`src/core/port_pkg.sv`:
```
/*
 * constants for the eight-pin port: register indices, byte addresses,
 * reset values and timer mode/counter-clear codes.
 * assumes a 32-bit apb bus with an 18-bit byte address.
 */
package port_pkg;
    localparam int          ADDR_W        = 18;
    localparam int          DATA_W        = 32;
    localparam int          PINS          = 8;
    localparam int          PAIRS         = 4;
    // printed offsets are not word aligned: they are indices
    localparam logic [15:0] IDX_PIN_DIRECTION  = 16'hFEB1;
    localparam logic [15:0] IDX_PIN_STATE      = 16'hFF51;
    localparam logic [15:0] IDX_OUTPUT_LATCH   = 16'hFF61;
    localparam logic [ADDR_W-1:0] ADDR_PIN_DIRECTION = {IDX_PIN_DIRECTION, 2'b00};
    localparam logic [ADDR_W-1:0] ADDR_PIN_STATE     = {IDX_PIN_STATE, 2'b00};
    localparam logic [ADDR_W-1:0] ADDR_OUTPUT_LATCH  = {IDX_OUTPUT_LATCH, 2'b00};
    localparam logic [7:0]  RST_PIN_DIRECTION  = 8'h00;
    localparam logic [7:0]  RST_OUTPUT_LATCH   = 8'h00;
    localparam logic [7:0]  DIR_READ_VALUE     = 8'h00;
    // timer mode field codes
    localparam logic [3:0]  MODE_NORMAL   = 4'h0;
    localparam logic [3:0]  MODE_PWM1     = 4'h2;
    localparam logic [3:0]  MODE_PWM2     = 4'h3;
    localparam logic [1:0]  MODE_PHASE_HI = 2'h1;
    // counter-clear codes naming each pin's own compare register
    localparam logic [2:0]  CCLR_CH3_A    = 3'h1;
    localparam logic [2:0]  CCLR_CH3_B    = 3'h2;
    localparam logic [2:0]  CCLR_CH3_C    = 3'h5;
    localparam logic [2:0]  CCLR_CH3_D    = 3'h6;
    localparam logic [2:0]  CCLR_2B_A     = 3'h1;
    localparam logic [2:0]  CCLR_2B_B     = 3'h2;
endpackage

```
`src/core/pin_sync.sv`:
```
/*
 * two-flop synchroniser for the eight pin levels.
 * assumes pins are asynchronous to pclk.
 */
`timescale 1ns/1ps
`default_nettype none
module pin_sync (
    input  wire logic       pclk,
    input  wire logic       presetn,
    input  wire logic [7:0] d,
    output logic      [7:0] q
);
    logic [7:0] meta;

    always_ff @(posedge pclk or negedge presetn) begin
        if (!presetn) begin
            meta <= 8'h00;
            q    <= 8'h00;
        end else begin
            meta <= d;
            q    <= meta;
        end
    end
endmodule
`default_nettype wire

```
`src/core/pin_pair_func.sv`:
```
/*
 * timer function decode for one pin pair (a/b or c/d) of a channel.
 * assumes all settings come from timer logic on pclk.
 */
`timescale 1ns/1ps
`default_nettype none
module pin_pair_func (
    input  wire logic [3:0] mode,
    input  wire logic [3:0] io_first,
    input  wire logic [3:0] io_second,
    input  wire logic [2:0] cclr,
    input  wire logic [2:0] clr_first,
    input  wire logic [2:0] clr_second,
    input  wire logic       phase_ok,
    input  wire logic       blocked,
    output logic      [1:0] own,
    output logic      [1:0] cap
);
    import port_pkg::*;

    logic normal;
    logic pwm1;
    logic pwm2;
    logic oc_first;
    logic oc_second;
    logic act_first;
    logic act_second;

    always_comb begin
        normal     = (mode == MODE_NORMAL) || (phase_ok && mode[3:2] == MODE_PHASE_HI);
        pwm1       = (mode == MODE_PWM1);
        pwm2       = (mode == MODE_PWM2);
        oc_first   = !io_first[3] && (io_first[1:0] != 2'h0);
        oc_second  = !io_second[3] && (io_second[1:0] != 2'h0);
        act_first  = (io_first[1:0] != 2'h0);
        act_second = (io_second[1:0] != 2'h0);
        own[0] = (normal && oc_first) || (pwm1 && act_first)
               || (pwm2 && act_first && cclr != clr_first);
        own[1] = (normal && oc_second) || (pwm2 && act_second && cclr != clr_second);
        if (blocked) begin
            own = 2'b00;
        end
        cap[0] = normal && io_first[3];
        cap[1] = normal && io_second[3];
    end
endmodule
`default_nettype wire

```
`src/core/gpio_port.sv`:
```
/*
 * eight-pin general-purpose port with timer and pattern sharing,
 * apb register slave, per-pin function multiplexer.
 * assumes timer and pattern signals are on pclk; pins are asynchronous.
 */
`timescale 1ns/1ps
`default_nettype none
module gpio_port
    import port_pkg::*;
(
    input  wire logic                        pclk,
    input  wire logic                        presetn,
    input  wire logic                        psel,
    input  wire logic                        penable,
    input  wire logic                        pwrite,
    input  wire logic [port_pkg::ADDR_W-1:0] paddr,
    input  wire logic [port_pkg::DATA_W-1:0] pwdata,
    output logic      [port_pkg::DATA_W-1:0] prdata,
    output logic                             pready,
    output logic                             pslverr,
    input  wire logic                        hw_standby,
    input  wire logic                        sw_standby,
    input  wire logic [3:0]                  timer_mode_field_3,
    input  wire logic [3:0]                  timer_mode_field_4,
    input  wire logic [3:0]                  timer_mode_field_5,
    input  wire logic [31:0]                 io_control_field,
    input  wire logic [2:0]                  counter_clear_select_3,
    input  wire logic [1:0]                  counter_clear_select_4,
    input  wire logic [1:0]                  counter_clear_select_5,
    input  wire logic                        buffer_mode_a,
    input  wire logic                        buffer_mode_b,
    input  wire logic [7:0]                  timer_compare_out,
    input  wire logic [7:0]                  pattern_out_bit,
    input  wire logic [7:0]                  pattern_enable_bit,
    input  wire logic [7:0]                  pin_in,
    output logic      [7:0]                  pin_out,
    output logic      [7:0]                  pin_oe,
    output logic      [7:0]                  timer_capture_in,
    output logic      [7:0]                  timer_capture_en
);
    import port_pkg::*;

    typedef struct packed {
        logic [7:0]        pin_direction;
        logic [7:0]        output_latch;
        logic [7:0]        pin_state;
        logic [7:0]        pin_out;
        logic [7:0]        pin_oe;
        logic [7:0]        cap_in;
        logic [7:0]        cap_en;
        logic              pready;
        logic              pslverr;
        logic [DATA_W-1:0] prdata;
    } port_state_t;

    port_state_t state;
    port_state_t next_state;
    logic [7:0]  pin_level;
    logic [7:0]  timer_own;
    logic [7:0]  timer_cap;
    logic [3:0]  pair_mode [PAIRS];
    logic [2:0]  pair_cclr [PAIRS];
    logic [2:0]  pair_clr_a [PAIRS];
    logic [2:0]  pair_clr_b [PAIRS];
    logic        setup;
    logic        access;
    logic        hit_dir;
    logic        hit_state;
    logic        hit_latch;
    logic [7:0]  view;

    pin_sync u_sync (
        .pclk    (pclk),
        .presetn (presetn),
        .d       (pin_in),
        .q       (pin_level)
    );

    always_comb begin
        pair_mode[0]  = timer_mode_field_3;
        pair_mode[1]  = timer_mode_field_3;
        pair_mode[2]  = timer_mode_field_4;
        pair_mode[3]  = timer_mode_field_5;
        pair_cclr[0]  = counter_clear_select_3;
        pair_cclr[1]  = counter_clear_select_3;
        pair_cclr[2]  = {1'b0, counter_clear_select_4};
        pair_cclr[3]  = {1'b0, counter_clear_select_5};
        pair_clr_a[0] = CCLR_CH3_A;
        pair_clr_b[0] = CCLR_CH3_B;
        pair_clr_a[1] = CCLR_CH3_C;
        pair_clr_b[1] = CCLR_CH3_D;
        pair_clr_a[2] = CCLR_2B_A;
        pair_clr_b[2] = CCLR_2B_B;
        pair_clr_a[3] = CCLR_2B_A;
        pair_clr_b[3] = CCLR_2B_B;
    end

    genvar g;
    generate
        for (g = 0; g < PAIRS; g++) begin : gen_pair
            pin_pair_func u_func (
                .mode       (pair_mode[g]),
                .io_first   (io_control_field[8*g+3 -: 4]),
                .io_second  (io_control_field[8*g+7 -: 4]),
                .cclr       (pair_cclr[g]),
                .clr_first  (pair_clr_a[g]),
                .clr_second (pair_clr_b[g]),
                .phase_ok   (g >= 2),
                .blocked    ((g == 1) && (buffer_mode_a || buffer_mode_b)),
                .own        (timer_own[2*g+1 -: 2]),
                .cap        (timer_cap[2*g+1 -: 2])
            );
        end
    endgenerate

    always_comb begin
        setup     = psel && !penable;
        access    = psel && penable && state.pready;
        hit_dir   = (paddr == ADDR_PIN_DIRECTION);
        hit_state = (paddr == ADDR_PIN_STATE);
        hit_latch = (paddr == ADDR_OUTPUT_LATCH);
        view      = (state.pin_direction & state.output_latch)
                  | (~state.pin_direction & pin_level);
    end

    always_comb begin
        next_state = state;
        // bus: answer in the first access cycle
        if (setup) begin
            next_state.pready  = 1'b1;
            next_state.pslverr = !(hit_dir || hit_state || hit_latch);
            next_state.prdata  = '0;
            if (!pwrite) begin
                if (hit_state) begin
                    next_state.prdata[7:0] = state.pin_state;
                end else if (hit_latch) begin
                    next_state.prdata[7:0] = state.output_latch;
                end else begin
                    next_state.prdata[7:0] = DIR_READ_VALUE;
                end
            end
        end else if (access) begin
            next_state.pready  = 1'b0;
            next_state.pslverr = 1'b0;
        end
        if (access && pwrite && hit_dir) begin
            next_state.pin_direction = pwdata[7:0];
        end
        if (access && pwrite && hit_latch) begin
            next_state.output_latch = pwdata[7:0];
        end
        if (hw_standby) begin
            next_state.pin_direction = RST_PIN_DIRECTION;
            next_state.output_latch  = RST_OUTPUT_LATCH;
        end
        if (!sw_standby) begin
            next_state.pin_state = view;
        end
        for (int i = 0; i < PINS; i++) begin
            if (timer_own[i]) begin
                next_state.pin_oe[i]  = 1'b1;
                next_state.pin_out[i] = timer_compare_out[i];
            end else if (state.pin_direction[i]) begin
                next_state.pin_oe[i]  = 1'b1;
                next_state.pin_out[i] = pattern_enable_bit[i] ? pattern_out_bit[i]
                                                              : state.output_latch[i];
            end else begin
                next_state.pin_oe[i]  = 1'b0;
                next_state.pin_out[i] = 1'b0;
            end
        end
        next_state.cap_en = timer_cap;
        next_state.cap_in = pin_level;
    end

    always_ff @(posedge pclk or negedge presetn) begin
        if (!presetn) begin
            state               <= '0;
            state.pin_direction <= RST_PIN_DIRECTION;
            state.output_latch  <= RST_OUTPUT_LATCH;
        end else begin
            state <= next_state;
        end
    end

    always_comb begin
        prdata           = state.prdata;
        pready           = state.pready;
        pslverr          = state.pslverr;
        pin_out          = state.pin_out;
        pin_oe           = state.pin_oe;
        timer_capture_in = state.cap_in;
        timer_capture_en = state.cap_en;
    end
endmodule
`default_nettype wire

```
`config.mk`:
```
export PLATFORM = sky130hd
export DESIGN_NAME = gpio_port
export DESIGN_NICKNAME = d
export VERILOG_FILES = /design/src/core/port_pkg.sv /design/src/core/pin_sync.sv /design/src/core/pin_pair_func.sv /design/src/core/gpio_port.sv
export SDC_FILE = /design/constraint.sdc
export NUM_CORES = 1
export LEC_CHECK = 0
export BUFFER_PORTS_ARGS = -buffer_cell sky130_fd_sc_hd__buf_2
export CAP_MARGIN = 20
export CORE_MARGIN = 2
export CORE_UTILIZATION = 46
export CTS_CLUSTER_SIZE = 20
export DETAILED_ROUTE_END_ITERATION = 6
export GPL_TIMING_DRIVEN = 0
export PLACE_DENSITY = 0.83
export SYNTH_ARGS = -nofsm -noshare
export SYNTH_HDL_FRONTEND = slang
export SYNTH_SLANG_ARGS = --single-unit
```
`constraint.sdc`:
```
create_clock -name pclk -period 1.89 [get_ports pclk]
set_clock_uncertainty 0.05 [all_clocks]
set_input_delay 0.2835 -clock pclk [delete_from_list [all_inputs] [get_ports pclk]]
set_output_delay 0.2835 -clock pclk [all_outputs]
set_load 0.005 [all_outputs]
```
==> flow_metrics.env <==
export IMPL_dieArea_mm2=0.00944
export IMPL_period_share_pct=90.1
export IMPL_grt_use_met3_pct=5.61
export IMPL_cts_max_level=3
export IMPL_critPathMaxFanout=8
export IMPL_grt_pass1_vias=3255
export IMPL_required_ps=2100
export IMPL_synthArstFlopShare_pct=100
export IMPL_grt_use_total_pct=20.3
export IMPL_rsz0062_at_grt="false"
export IMPL_fin_cells=665
export IMPL_start_util_pct=48.1
export IMPL_nNetsFinal=698
export IMPL_hold_viol_final=0
export IMPL_synth_ff_type="dfrtp_1"
export IMPL_gp_congestion=0.801
export IMPL_synth_edf_count=0
export IMPL_yosysMostFrequentCell="dfrtp_1"
export IMPL_grt_max_degree=43
export IMPL_overflow=0
export IMPL_synth_seq_cells=82
export IMPL_setup_violations=0
export IMPL_crit_arrival_ps=1910
export IMPL_report_power_total_mw=3.59
export IMPL_ys_seq_area_share_pct=51.4
export IMPL_p_per_area_mw_per_mm2=676
export IMPL_grt_pass1_wl_mm=15.3
export IMPL_cts_tree="yes"
export IMPL_crit_start="pready"
export IMPL_routedWlPerCell_um=13.7
export IMPL_drive_gt1_share_pct=45.2
export IMPL_antenna_found_initial=0
export IMPL_yosys_warnings=0
export IMPL_reg2reg_setup_slack_ps=190
export IMPL_io_buffers=151
export IMPL_area_growth_pct=33.1
export IMPL_synth_area_leaders="dfrtp_1 51%, buf_4 12%, mux2i_1 4.0%"
export IMPL_antenna_cells=0
export IMPL_die_w_um=97.1
export IMPL_top_usage_layer="met2"
export IMPL_synth_top_cell_by_area="dfrtp_1"
export IMPL_netlist_area_leader_share_pct=51.4
export IMPL_endpoint_kind="register"
export IMPL_r2r_start="pready"
export IMPL_worstSetupPathType="register to register"
export IMPL_cts_sinks=82
export IMPL_hold_class="input pin to register"
export IMPL_dp_cells=637
export IMPL_fmax_mhz=587
export IMPL_vias=3181
export IMPL_core_area_mm2=0.00830
export IMPL_numCtsBuffers=9
export IMPL_relSlewSlack_pct=58.3
export IMPL_num_io_pins=208
export IMPL_cts_clk_slew_worst_paths_ps=80
export IMPL_wirelength_mm=9.08
export IMPL_drtIter0Drc=182
export IMPL_ant_nets=0
export IMPL_cts_buffer_depth=2
export IMPL_syn_area_mm2=0.00399
export IMPL_fin_tns_setup_ps=0
export IMPL_nFillCells=704
export IMPL_drv_cap=0
export IMPL_r2r_cells=5
export IMPL_drv_slew=0
export IMPL_vias_per_cell=4.78
export IMPL_ys_top_cells_by_count="82 x dfrtp_1, 64 x buf_4, 26 x o21ai_0"
export IMPL_clk_root_buffer_cell="clkbuf_8"
export IMPL_grt_use_met1_pct=23.8
export IMPL_dpl_hpwl_mm=6.93
export IMPL_rows=33
export IMPL_drcViolationCount=0
export IMPL_worst_pin_slew_ps=621
export IMPL_r2r_end="state[77]"
export IMPL_start_kind="register"
export IMPL_syn_avg_cell_area_um2=11.2
export IMPL_synthCells=357
export IMPL_peakVddDrop_mv=0.463
export IMPL_firstDrtPassIters=4
export IMPL_gr_usage_met2_pct=35.5
export IMPL_clk_insertion_delay_late_ps=350
export IMPL_fin_crit_ps=1700
export IMPL_crit_path_end="state[77]"
export IMPL_total_leakage_power_nw=2.85
export IMPL_status="finished clean"
export IMPL_die_y_um=97.1
export IMPL_synth_cell_types=45
[area by class of cell]
cell class                 count  area (µm²)  share of cell area (%)
buffer                        74         531                    9.99
clock buffer                  12         135                    2.54
clock inverter                 3        65.1                    1.22
inverter                       5        18.8                   0.353
multi-input combinational    219        1480                    27.9
sequential                    82        2050                    38.6
tap                          105         131                    2.47
timing repair buffer         165         898                    16.9
[registers in the layout, summed over array words and instances (netlist names)]
name,cells
state,24
pin_oe,8
u_sync.meta,8
pin_out,8
u_sync.q,8
timer_capture_in,8
pready,1
prdata,8
pslverr,1
timer_capture_en,8
[metal layers]
layer | wire length (µm) | vias to the layer above | share of wire, %
met5 | 0 | - | 0
met4 | 206 | 0 | 2.3
met3 | 656 | 19 | 7.2
met2 | 4780 | 130 | 53
met1 | 3430 | 1458 | 38
li1 | - | 1574 | -
[worst max-delay path, cell delays in order (launching register included)]
cell and delay (ps):
dfrtp_1 390, nand4_1 140, buf_4 170, nor3_2 450, nand3_1 180, a21oi_1 240
[how the worst min path moves through the flow]
| stage | from | end | cells after the start |
|---|---|---|---|
| after global placement | u_sync.meta[6] | u_sync.q[6] | 0 |
| final | io_control_field[23] | timer_capture_en[5] | 2 |
| after detailed placement | presetn | timer_capture_en[2] | 1 |
| after CTS | io_control_field[23] | timer_capture_en[5] | 2 |
| after floorplan | presetn | pin_oe[0] | 0 |
| after global routing | io_control_field[19] | timer_capture_en[4] | 2 |
[power by group]
part           switching, mW  internal (mW)
clock network          0.580          0.737
registers             0.0237           1.82
logic                  0.190          0.243
total                  0.794           2.80
[cell usage in the layout, fill, tap and decap left out, types with 9 or more instances in the layout]
cell type,Yosys,layout
a21o_1,9,9
buf_2,4,154
buf_4,64,69
clkbuf_8,0,9
conb_1,1,24
dfrtp_1,82,82
dlygate4sd3_1,0,9
mux2i_1,16,16
nand2_1,11,11
nand2b_1,17,17
nand4b_1,9,9
nor2_1,9,9
nor2b_1,11,11
o21ai_0,26,24
[timing repair]
action	in CTS	in global routing
setup buffers	0	4
pin swaps	0	1
hold endpoints to repair	49	0
setup endpoints to repair	5	16
gates resized for setup	1	2
hold buffers	9	0
[stage by stage]
| stage | utilization (%) | hold slack (ps) | cell area (µm²) | setup WS [ps] |
|---|---|---|---|---|
| floorplan | - | -62.1 | 4080 | 311 |
| global placement | 59.8 | 282 | 4960 | -100 |
| detailed placement | 60.1 | 255 | 4990 | -149 |
| CTS | 63.6 | 89.8 | 5280 | 8.57 |
| global route | 64.0 | 94.9 | 5310 | 33.6 |
| finish | 64.0 | 99.1 | 5310 | 187 |
[cell families (layout without fill, tap and decap cells)]
family / Yosys count / in the layout / synth area share, %
simple gates: 103 / 103 / 17.4
flops: 82 / 82 / 51.4
buf+inv: 79 / 259 / 13.8
compound gates: 67 / 67 / 10.8
mux: 24 / 24 / 6.27
other cells: 1 / 24 / 0.0940
xor+xnor: 1 / 1 / 0.220
No activity file was read; power rests on OpenSTA's default activity.
